### config.mk
export PLATFORM = sky130hd
export DESIGN_NAME = eil_top
export DESIGN_NICKNAME = d
export VERILOG_FILES = /design/src/hw/eil_unused_placeholder_removed.v /design/src/hw/eil_sticky_flag.v /design/src/hw/eil_top.v
export VERILOG_INCLUDE_DIRS = /design/src /design/src/hw
export SDC_FILE = /design/constraint.sdc
export NUM_CORES = 1
export LEC_CHECK = 0
export CORE_MARGIN = 4
export CORE_UTILIZATION = 60
export DETAILED_ROUTE_END_ITERATION = 8
export DONT_BUFFER_PORTS = 1
export GPL_TIMING_DRIVEN = 0
export PLACE_DENSITY = 0.85
export RECOVER_POWER = 50
export SKIP_LAST_GASP = 1
export SLEW_MARGIN = 20
export SYNTH_ARGS = -nofsm -noshare
export SYNTH_HDL_FRONTEND = slang
export SYNTH_SLANG_ARGS = --single-unit
### constraint.sdc
create_clock -name sys_clk -period 3.89 [get_ports sys_clk]
set_input_delay 0.5835 -clock sys_clk [delete_from_list [all_inputs] [get_ports sys_clk]]
set_output_delay 0.5835 -clock sys_clk [all_outputs]
set_load 0.05 [all_outputs]
### src/hw/eil_defines.vh
// Constants for the event interrupt logic: offsets, field positions, reset values.
`ifndef EIL_DEFINES_VH
`define EIL_DEFINES_VH

// Register offsets on the host register port
`define EIL_ADDR_W 8
`define EIL_OFF_MASK 8'h6c
`define EIL_OFF_STATUS 8'h7e

// Register width
`define EIL_REG_W 16

// Event bit positions, shared by the status and mask registers
`define EIL_NUM_EVT 4
`define EIL_BIT_TX_THRESH 0
`define EIL_BIT_RX_THRESH 1
`define EIL_BIT_RX_OVERFLOW 2
`define EIL_BIT_TX_DONE 3

// Global mask bit in the mask register, line state bit in the status register
`define EIL_BIT_GLOBAL 15
`define EIL_BIT_LINE 15

// Reset values
`define EIL_MASK_RST 16'h0000
`define EIL_RDATA_RST 16'h0000

// FIFO level width
`define EIL_LVL_W 8

`endif

### src/hw/eil_unused_placeholder_removed.v
// Intentionally empty design unit list terminator.
`default_nettype none
`default_nettype wire

### src/hw/eil_sticky_flag.v
// One latched event flag with rising-edge capture and set-over-clear priority.
`default_nettype none

module eil_sticky_flag (
	input wire sys_clk,
	input wire srst,
	input wire evt_lvl,
	input wire clr,
	output reg flag_r
);

	reg evt_dly_r;
	wire evt_set;
	wire flag_nxt;

	// A level that stays high sets the flag only once
	assign evt_set = evt_lvl & ~evt_dly_r;
	// An event in the clearing cycle is kept
	assign flag_nxt = evt_set | (flag_r & ~clr);

	always @(posedge sys_clk) begin
		if (srst) begin
			evt_dly_r <= 1'b0;
			flag_r <= 1'b0;
		end else begin
			evt_dly_r <= evt_lvl;
			flag_r <= flag_nxt;
		end
	end

endmodule

`default_nettype wire

### src/hw/eil_top.v
// Event interrupt logic: status flags, mask register and active-low host interrupt line.
//
// How it works
// Every source has own flag and mask bit
// Events: FIFO thresholds, receive overflow, transmit done
// Only unmasked flags drive the request line
// Mask bit 15 gates all sources together
// Unmasking an already set flag raises request
// Status bit 15 mirrors request line state
// Status read command phase clears all flags
// Transmit threshold when level falls below threshold
// Receive threshold when level rises above threshold
// Request line is active low
`include "eil_defines.vh"
`default_nettype none

module eil_top (
	input wire sys_clk,
	input wire srst,
	// Host register port
	input wire reg_wr_en,
	input wire reg_rd_en,
	input wire [`EIL_ADDR_W-1:0] reg_addr,
	input wire [`EIL_REG_W-1:0] reg_wdata,
	output reg [`EIL_REG_W-1:0] reg_rdata_r,
	output reg reg_rvalid_r,
	// Event sources
	input wire [`EIL_LVL_W-1:0] tx_fifo_level,
	input wire [`EIL_LVL_W-1:0] tx_fifo_thresh,
	input wire [`EIL_LVL_W-1:0] rx_fifo_level,
	input wire [`EIL_LVL_W-1:0] rx_fifo_thresh,
	input wire rx_overflow_evt,
	input wire tx_mode_active,
	input wire tx_done_evt,
	// Host interrupt request
	output wire host_interrupt_line_n
);

	reg [`EIL_REG_W-1:0] mask_r;
	reg irq_r;
	wire irq_nxt;
	wire [`EIL_NUM_EVT-1:0] evt_lvl;
	wire [`EIL_NUM_EVT-1:0] flags;
	wire [`EIL_NUM_EVT-1:0] flag_clr;
	wire [`EIL_NUM_EVT-1:0] evt_mask;
	wire status_rd;
	wire mask_wr;
	wire [`EIL_REG_W-1:0] status_word;

	// Event conditions
	assign evt_lvl[`EIL_BIT_TX_THRESH] = (tx_fifo_level < tx_fifo_thresh);
	assign evt_lvl[`EIL_BIT_RX_THRESH] = (rx_fifo_level > rx_fifo_thresh);
	assign evt_lvl[`EIL_BIT_RX_OVERFLOW] = rx_overflow_evt;
	assign evt_lvl[`EIL_BIT_TX_DONE] = tx_done_evt & tx_mode_active;

	// Register decode
	assign status_rd = reg_rd_en && (reg_addr == `EIL_OFF_STATUS);
	assign mask_wr = reg_wr_en && (reg_addr == `EIL_OFF_MASK);

	// Reading status clears every flag at once
	assign flag_clr = {`EIL_NUM_EVT{status_rd}};

	genvar gi;
	generate
		for (gi = 0; gi < `EIL_NUM_EVT; gi = gi + 1) begin : g_flag
			eil_sticky_flag u_flag (
				.sys_clk(sys_clk),
				.srst(srst),
				.evt_lvl(evt_lvl[gi]),
				.clr(flag_clr[gi]),
				.flag_r(flags[gi])
			);
		end
	endgenerate

	assign evt_mask = mask_r[`EIL_NUM_EVT-1:0];

	// Level function of flags and mask, so a later unmask also fires
	assign irq_nxt = (|(flags & evt_mask)) & mask_r[`EIL_BIT_GLOBAL];

	// Mask register, write only
	always @(posedge sys_clk) begin
		if (srst) begin
			mask_r <= `EIL_MASK_RST;
		end else if (mask_wr) begin
			mask_r <= reg_wdata;
		end
	end

	// Request state; cleared alongside the flags on a status read
	always @(posedge sys_clk) begin
		if (srst) begin
			irq_r <= 1'b0;
		end else if (status_rd) begin
			irq_r <= 1'b0;
		end else begin
			irq_r <= irq_nxt;
		end
	end

	assign host_interrupt_line_n = ~irq_r;

	// Status word: line state in the top bit, flags in the low bits
	assign status_word = {irq_r, {(`EIL_REG_W-1-`EIL_NUM_EVT){1'b0}}, flags};

	// Read data; unmapped and write-only addresses read as zero
	always @(posedge sys_clk) begin
		if (srst) begin
			reg_rdata_r <= `EIL_RDATA_RST;
			reg_rvalid_r <= 1'b0;
		end else begin
			reg_rvalid_r <= reg_rd_en;
			if (status_rd) begin
				reg_rdata_r <= status_word;
			end else if (reg_rd_en) begin
				reg_rdata_r <= `EIL_RDATA_RST;
			end
		end
	end

endmodule

`default_nettype wire

== Yosys cells after proc, flatten, opt, wreduce, memory -nomap -nowiden ==
Index checks and enable logic that the tools add are counted.

* Register bits: 31
* Output and inout port bits: 18

* Order comparisons: 2
* Mux-type cells: 2
* Bitwise operators: 21
* Equal/unequal tests: 2
* Reduce and logical (&&, ||, !) cells: 5

{| class="wikitable"
|+ Operators with widths
! kind !! number
|-
| 2-to-1 mux 16 bit || 2
|-
| equality test 8 x 7 -> 1 bit (second input constant) || 2
|-
| AND 1 bit || 10
|-
| greater-than comparator 8 bit || 1
|-
| < comparator 8 bit || 1
|-
| NOT 1 bit || 6
|-
| AND 4 bit || 1
|-
| OR 1 bit || 4
|-
| OR reduction 4 bit || 1
|-
| logical AND 1 bit || 2
|-
| nonzero test 2 bit || 1
|-
| OR reduction 2 bit || 1
|}

== Depth between registers and ports, before layout ==
Gate-level depths: netlist of run 1.

* Depth in word-level cells: 5
* Mapped depth: 6

== Cells and area by module ==
A second synthesis of run 1 with hierarchy kept.

* Cell total of the unflattened synthesis: 136
* Area total of the unflattened synthesis: 1265.0 µm²

{| class="wikitable"
|+ Modules (own cells, without submodules)
! module !! area each (µm²) !! sequential area each (µm²) !! cells each !! instances
|-
| eil_top || 994.7 || 240.2 || 112 || 1
|-
| eil_sticky_flag || 67.6 || 40.0 || 6 || 4
|}

== Worst setup path before layout of run 1 ==
OpenSTA, ideal clock, no wires.

* Path kind: input-to-reg
* Start: input port rx_fifo_thresh[5]
* End: register g_flag[1].u_flag.flag_r
* Slack: 2.207 ns
* Arrival: 1.555 ns
* Stages on the path: 6
* Buffers on the path: 0
* Library setup time: 0.128 ns
* Path through: inv_1 -> ha_1 -> a211oi_1 -> nor2_1 -> a2111oi_2 -> o2bb2ai_1

* Longest elaborated chain between the ends: 3

{| class="wikitable"
|+ RTL lines
! element !! line !! text
|-
| start: declaration || eil_top.v:31 || <nowiki>input wire [`EIL_LVL_W-1:0] rx_fifo_thresh,</nowiki>
|-
| greater-than comparator 8 bit || eil_top.v:52 || <nowiki>assign evt_lvl[`EIL_BIT_RX_THRESH] = (rx_fifo_level > rx_fifo_thresh);</nowiki>
|-
| AND 1 bit || eil_sticky_flag.v:17 || <nowiki>assign evt_set = evt_lvl & ~evt_dly_r;</nowiki>
|-
| OR 1 bit || eil_sticky_flag.v:19 || <nowiki>assign flag_nxt = evt_set | (flag_r & ~clr);</nowiki>
|-
| end signal: assignment || eil_sticky_flag.v:27 || <nowiki>flag_r <= flag_nxt;</nowiki>
|-
| end: declaration || eil_sticky_flag.v:9 || <nowiki>output reg flag_r</nowiki>
|}

No other way between the ends.
A chain may end at the register's enable or synchronous reset.

== Worst setup path in the final report of run 1 ==
* Start: register reg_rdata_r[1]
* End: output port reg_rdata_r[1]

{| class="wikitable"
|+ RTL lines
! element !! line !! text
|-
| start: declaration || eil_top.v:25 || <nowiki>output reg [`EIL_REG_W-1:0] reg_rdata_r,</nowiki>
|-
| start signal: assignment || eil_top.v:109 || <nowiki>reg_rdata_r <= `EIL_RDATA_RST;</nowiki>
|-
| start signal: assignment || eil_top.v:114 || <nowiki>reg_rdata_r <= status_word;</nowiki>
|-
| start signal: assignment || eil_top.v:116 || <nowiki>reg_rdata_r <= `EIL_RDATA_RST;</nowiki>
|}

No word-level cell between the ends.

==> results.py, run 1 <==
metrics = {
    "hold_path": {
        "min_path_type": "in -> reg",
    },
    "place": {
        "place_congestion": 0.7447,
        "dp_hpwl_mm": 2.014,
        "portBuffers": 0,
    },
    "worst_setup_path": {
        "ff2ff_setup_slack_ns": 2.94,
        "crit_fanout": 2,
        "path_depth": 0,
        "critical_path_class": "reg -> out",
        "worstReg2RegStart": "reg_rdata_r[1]$_SDFFE_PP0P_",
        "critical_path.startpoint": "reg_rdata_r[1]$_SDFFE_PP0P_",
        "rr_worst_depth": 1,
        "rr_endpoint": "reg_rdata_r[1]$_SDFFE_PP0P_",
        "required_ns": 3.31,
        "critPathArrivalTime_ns": 0.96,
        "cp-start-kind": "flip-flop",
        "endpoint": "reg_rdata_r[1]",
        "crit_path_end_kind": "output pin",
    },
    "die": {
        "fp.dieArea_sq_um": 2708,
        "die_h_microns": 52.04,
        "die_w_microns": 52.04,
        "initial_utilization_pct": 65.26,
        "coreArea_sq_um": 1783,
        "io-pin-count": 81,
        "fp-row-count": 15,
    },
    "global_routing": {
        "grt_busiest_layer": "met2",
        "grt_pass1_vias": 927,
        "grt_pass1_wl_mm": 3.677,
        "track_usage_pct": 17.97,
        "grtUsageMet1_pct": 17.51,
        "antenna_found_initial": 0,
        "gr-usage-met3_pct": 6.877,
        "grtUsageMet2_pct": 33.05,
        "grt_max_degree": 12,
        "grt_overflow": 0,
    },
    "detailed_routing": {
        "wire_per_inst_microns": 13.49,
        "dr.pass1.iters": 3,
        "vias": 894,
        "drtIter0Drc": 9,
        "ant_nets": 0,
        "wl_mm": 2.240,
        "remaining_drc_errors": 0,
        "drt-vias-per-instance": 5.386,
    },
    "timing": {
        "rsz0062_at_grt": "false",
        "setup-tns-final_ns": 0,
        "clock_skew_ns": 0.002812,
        "finalMaxSlewViolations": 0,
        "finalSetupViolations": 0,
        "maxClockFrequency_mhz": 649.1,
        "hold_viol": 0,
        "slew-limit-headroom_pct": 65.43,
        "period_minus_slack_ns": 1.540,
        "tightest_slew_ns": 0.5178,
        "fin_crit_sh_pct": 39.60,
    },
    "yosys": {
        "synth_area_sq_um": 1164,
        "yosysWarnings": 0,
        "synthCells": 127,
        "ys_seq_area_share_pct": 34.41,
        "synth-seq-cells": 20,
        "syn_avg_cell_area_sq_um": 9.162,
        "synthDistinctLibCells": 33,
    },
    "cells_and_area": {
        "nNetsFinal": 220,
        "area_growth_pct": 7.957,
        "num_antenna_cells": 0,
        "postLayoutCoreUtil_pct": 70.46,
        "drive_gt1_share_pct": 11.35,
    },
    "outcome": {
        "outcome": "complete, no violations",
    },
    "clock_network": {
        "root_buffer": "clkbuf_4",
        "path_clk_slew_ns": 0.11,
        "holdBufCountCts": 0,
        "tritoncts": "built",
        "h-tree-depth": 1,
        "clock_sinks": 20,
        "clock_latency_ns": 0.30,
        "cts_buffer_depth": 2,
        "cts_resized": 0,
        "cts_setup_buffers": 0,
        "numCtsBuffers": 3,
    },
    "power": {
        "power_switching_w": 0.0001163,
        "p_comb_share_pct": 19.0,
        "seq_power_share_pct": 52.7,
        "p_clk_share_pct": 28.2,
        "p_int_w": 0.0003018,
        "power_density_nw_per_um2": 332.9,
        "p_sw_share_pct": 27.82,
        "p_leak_nw": 0.6696,
        "ir_drop_uv": 163.5,
    },
    "run": {
        "max_cap_viol_count": 0,
    },
}
metal layers:
metal	up-vias	share of wire (%)
li1	449	-
met1	403	36
met2	37	54
met3	5	8.2
met4	0	1.7
met5	-	0
cell usage after synthesis:
| cell | count | area [sq um] |
|---|---|---|
| nor2_1 | 11 | 41.29 |
| a21oi_1 | 2 | 10.01 |
| clkbuf_1 | 1 | 3.750 |
| nor3_1 | 2 | 10.01 |
| o211ai_1 | 2 | 15.01 |
| nand2_1 | 4 | 15.01 |
| a21o_1 | 3 | 22.52 |
| o2bb2ai_1 | 1 | 8.760 |
| a22o_1 | 5 | 43.79 |
| o21ai_0 | 2 | 10.01 |
| and3_1 | 3 | 18.77 |
| ha_1 | 15 | 187.7 |
| mux2i_1 | 5 | 50.05 |
| and2_2 | 1 | 7.510 |
| and4_4 | 1 | 11.26 |
| nand3_2 | 1 | 10.01 |
| a32o_1 | 1 | 10.01 |
| nand3_1 | 1 | 5.000 |
| a311o_1 | 1 | 10.01 |
| conb_1 | 1 | 3.750 |
| dfxtp_1 | 20 | 400.4 |
| a22oi_1 | 2 | 15.01 |
| a21oi_2 | 1 | 8.760 |
| a211oi_1 | 2 | 15.01 |
| nand2b_1 | 1 | 6.260 |
| and4b_1 | 1 | 10.01 |
| a311oi_1 | 1 | 8.760 |
| nand4_1 | 1 | 6.260 |
| inv_1 | 18 | 67.56 |
| buf_4 | 11 | 82.58 |
| nor2b_1 | 3 | 18.77 |
| nor3b_1 | 2 | 15.01 |
| a2111oi_2 | 1 | 15.01 |
worst min-delay path by stage:
| stage | start | to | slack [ns] | cells past startpoint |
|---|---|---|---|---|
| final | srst | reg_rvalid_r$_SDFF_PP0_ | 0.35 | 1 |
| after global routing | srst | reg_rvalid_r$_SDFF_PP0_ | 0.33 | 1 |
| after CTS | srst | reg_rvalid_r$_SDFF_PP0_ | 0.34 | 1 |
| after detailed placement | g_flag[2].u_flag.evt_dly_r$_SDFF_PP0_ | g_flag[2].u_flag.flag_r$_SDFF_PP0_ | 0.46 | 2 |
| after global placement | g_flag[2].u_flag.evt_dly_r$_SDFF_PP0_ | g_flag[2].u_flag.flag_r$_SDFF_PP0_ | 0.45 | 2 |
| after floorplan | g_flag[2].u_flag.evt_dly_r$_SDFF_PP0_ | g_flag[2].u_flag.flag_r$_SDFF_PP0_ | 0.45 | 2 |
layout make-up:
type | instances | area [sq um]
well taps | 25 | 31.28
fillers | 132 | 526.8
multi-input cells | 87 | 634.4
clock buffers | 4 | 36.28
flip-flops and latches | 20 | 400.4
plain buffers | 12 | 86.33
inverters | 18 | 67.56
stage by stage:
step                      cells  total power, W  setup slack, ns  cell area, sq um  hold slack (ns)
final                       166       0.0004181            2.350              1256           0.3479
after CTS                   166       0.0004227            2.333              1269           0.3402
after floorplan             137       0.0002947            2.207              1201           0.4460
after detailed placement    162       0.0003054            2.079              1232           0.4618
after global routing        166       0.0004453            2.296              1256           0.3286
after global placement      162       0.0003007            2.148              1232           0.4541
layout by cell type, fill, tap and decap left out, types with 2 or more instances in the layout:
cell type / n
a21o_1: 3
nor3_1: 2
nor3b_1: 2
mux2i_1: 5
buf_4: 11
o211ai_1: 2
a22oi_1: 2
nand2_1: 4
nand3_1: 2
a22o_1: 5
ha_1: 15
and3_1: 3
nor2_1: 11
a211oi_1: 2
dfxtp_1: 20
a21oi_1: 3
nor2b_1: 3
inv_1: 18
conb_1: 11
clkbuf_4: 3
o21ai_0: 2
kinds of logic after synthesis:
group / count (synthesis) / synth area share [%]
flip-flops: 20 / 34.41
AND/OR/NAND/NOR: 32 / 15.05
buffers and inverters: 30 / 13.23
multiplexers: 5 / 4.301
adder cells (fa/ha/maj): 15 / 16.13
other: 1 / 0.3223
AO/OA/AOI/OAI: 24 / 16.56
flip-flops by register name, indices dropped and copies added, names as in the netlist:
name and flops:
reg_rvalid_r 1, mask_r 5, irq_r 1, g_flag.u_flag.flag_r 4, g_flag.u_flag.evt_dly_r 4, reg_rdata_r 5
power by group through the flow:
stage	clock network, W	registers, W	logic, W
after floorplan	0	0.000224	0.0000711
after global placement	0	0.000225	0.0000759
after detailed placement	0	0.000225	0.0000802
after CTS	0.000122	0.000220	0.0000804
after global routing	0.000134	0.000222	0.0000897
final	0.000118	0.000221	0.0000795
Power figures use the tool's default switching activity.
==> run 2: changes to the inputs <==
- clock period: 3.89 -> 1.55 ns (I/O delays scaled with it)
==> run 2 against run 1 <==
Compared with the run above: sequential share of layout area is 0.38 points lower; design area increased by 1.2%; hold slack worse by 0.28 ns; critical path depth rose by 1; global-route usage increased by 0.18 points; sequential cell count stayed put; via count rose by 0.56%; die area unchanged; critical path type unchanged; largest power group unchanged.
==> results.py, run 2 (synthesis gave the netlist of run 1 again) <==
metrics = {
    "outcome": {
        "outcome": "complete, no violations",
    },
    "timing": {
        "tightest_slew_ns": 0.5178,
        "hold_viol": 0,
        "slew-limit-headroom_pct": 65.43,
        "maxClockFrequency_mhz": 837.8,
        "period_minus_slack_ns": 1.194,
        "fin_crit_sh_pct": 77.00,
        "rsz0062_at_grt": "false",
        "finalMaxSlewViolations": 0,
        "setup-tns-final_ns": 0,
        "finalSetupViolations": 0,
        "clock_skew_ns": 0.006353,
    },
    "clock_network": {
        "h-tree-depth": 1,
        "clock_latency_ns": 0.30,
        "path_clk_slew_ns": 0.11,
        "cts_resized": 0,
        "root_buffer": "clkbuf_4",
        "cts_buffer_depth": 2,
        "clock_sinks": 20,
        "numCtsBuffers": 3,
        "tritoncts": "built",
    },
    "power": {
        "p_leak_nw": 0.6758,
        "p_comb_share_pct": 19.2,
        "p_int_w": 0.0007596,
        "p_clk_share_pct": 28.4,
        "p_sw_share_pct": 28.02,
        "power_switching_w": 0.0002957,
        "seq_power_share_pct": 52.4,
        "ir_drop_uv": 418.6,
        "power_density_nw_per_um2": 830.1,
    },
    "worst_setup_path": {
        "critical_path_class": "reg -> out",
        "crit_fanout": 2,
        "critPathBufInv": 1,
        "critPathArrivalTime_ns": 0.96,
        "crit_path_end_kind": "output pin",
        "worstPathCellList": "inv_1",
        "cp-start-kind": "flip-flop",
        "critPathTopFamily": "flip-flops",
        "max_stage_delay_ns": 0.33,
        "required_ns": 1.32,
        "crit_slowest_cell": "dfxtp_1",
    },
    "cells_and_area": {
        "postLayoutCoreUtil_pct": 71.30,
        "reg.largest.list": "mask_r: 5 flops, reg_rdata_r: 5 flops",
        "drive_gt1_share_pct": 12.68,
        "layout_common_cells": "dfxtp_1 (20), inv_1 (18), ha_1 (15)",
        "num_antenna_cells": 0,
        "area_growth_pct": 9.247,
        "nFillCells": 131,
        "final_common_cell": "dfxtp_1",
        "stdcell_area_sq_um": 1271,
        "nNetsFinal": 221,
    },
    "detailed_routing": {
        "dr.pass1.iters": 4,
        "drt-vias-per-instance": 5.383,
        "remaining_drc_errors": 0,
        "vias": 899,
        "wl_mm": 2.262,
        "wire_per_inst_microns": 13.54,
        "ant_nets": 0,
        "drtIter0Drc": 11,
    },
    "die": {
        "fp.dieArea_sq_um": 2708,
        "initial_utilization_pct": 65.26,
        "coreArea_sq_um": 1783,
        "io-pin-count": 81,
        "die_h_microns": 52.04,
        "fp-row-count": 15,
        "die_w_microns": 52.04,
    },
    "run": {
        "max_cap_viol_count": 0,
    },
    "global_routing": {
        "grt_pass1_wl_mm": 3.712,
        "track_usage_pct": 18.15,
        "antenna_found_initial": 0,
        "grt_pass1_vias": 931,
        "grt_max_degree": 12,
        "grt_overflow": 0,
    },
    "hold_path": {
        "min_path_type": "in -> reg",
    },
    "place": {
        "portBuffers": 0,
        "placed_area_sq_um": 1232,
        "dp_hpwl_mm": 2.014,
        "place_congestion": 0.7447,
    },
}
-- run 2: cell count changes in the layout (fill, tap and decap cells not counted) --
cell	previous run	this run
a21oi_1	3	2
dlygate4sd3_1	0	1
and2_2	0	1
a21oi_2	0	1
and2_0	1	0
-- run 2: power groups by stage --
| stage | logic, W | clock network [W] | registers [W] |
|---|---|---|---|
| 4_1_cts | 0.000204 | 0.000306 | 0.000553 |
| 2_1_floorplan | 0.000179 | 0 | 0.000561 |
| 3_5_place_dp | 0.000201 | 0 | 0.000565 |
| 6_report | 0.000203 | 0.000299 | 0.000553 |
| 3_3_place_gp | 0.000190 | 0 | 0.000564 |
| 5_1_grt | 0.000229 | 0.000336 | 0.000556 |
-- run 2: worst paths after layout --
path / startpoint / depth (start not counted) / end / slack, ns
setup / recovery: irq_r$_SDFF_PP0_ / 1 / host_interrupt_line_n / 0.36
hold / removal: reg_rd_en / 2 / reg_rdata_r[15]$_SDFFE_PP0P_ / 0.07
setup reg to reg: reg_rdata_r[1]$_SDFFE_PP0P_ / 1 / reg_rdata_r[1]$_SDFFE_PP0P_ / 0.60
hold reg to reg: mask_r[15]$_SDFFE_PP0P_ / 1 / irq_r$_SDFF_PP0_ / 0.49
-- run 2: repair_timing --
action | in CTS | in global routing
hold endpoints to repair | 2 | 0
buffers inserted | 0 | 0
hold buffers | 1 | 0
-- run 2: stage by stage --
step	hold WS, ns	setup slack (ns)	std cells	power (W)
after floorplan	0.3115	0.2179	137	0.0007396
after global placement	0.3151	0.1594	162	0.0007546
after detailed placement	0.3177	0.08990	162	0.0007664
after CTS	0.06740	0.3440	167	0.001063
after global routing	0.05039	0.3070	167	0.001121
final	0.06640	0.3564	167	0.001055
-- run 2: final cells by class --
cell class                 instances  area (sq um)  area share [%]
multi-input combinational         87         639.4           50.30
sequential                        20         400.4           31.50
buffer                            12         86.33           6.791
inverter                          18         67.56           5.315
clock buffer                       4         36.28           2.854
tap                               25         31.28           2.461
timing repair buffer               1         10.01          0.7874
-- run 2: layer usage --
layer  track usage (%)  wire length, microns  share of wire [%]
met1             18.04                   842                 37
met2             33.26                  1205                 53
met3             6.590                   176                7.8
met4             7.860                    36                1.6
met5                 0                     0                  0
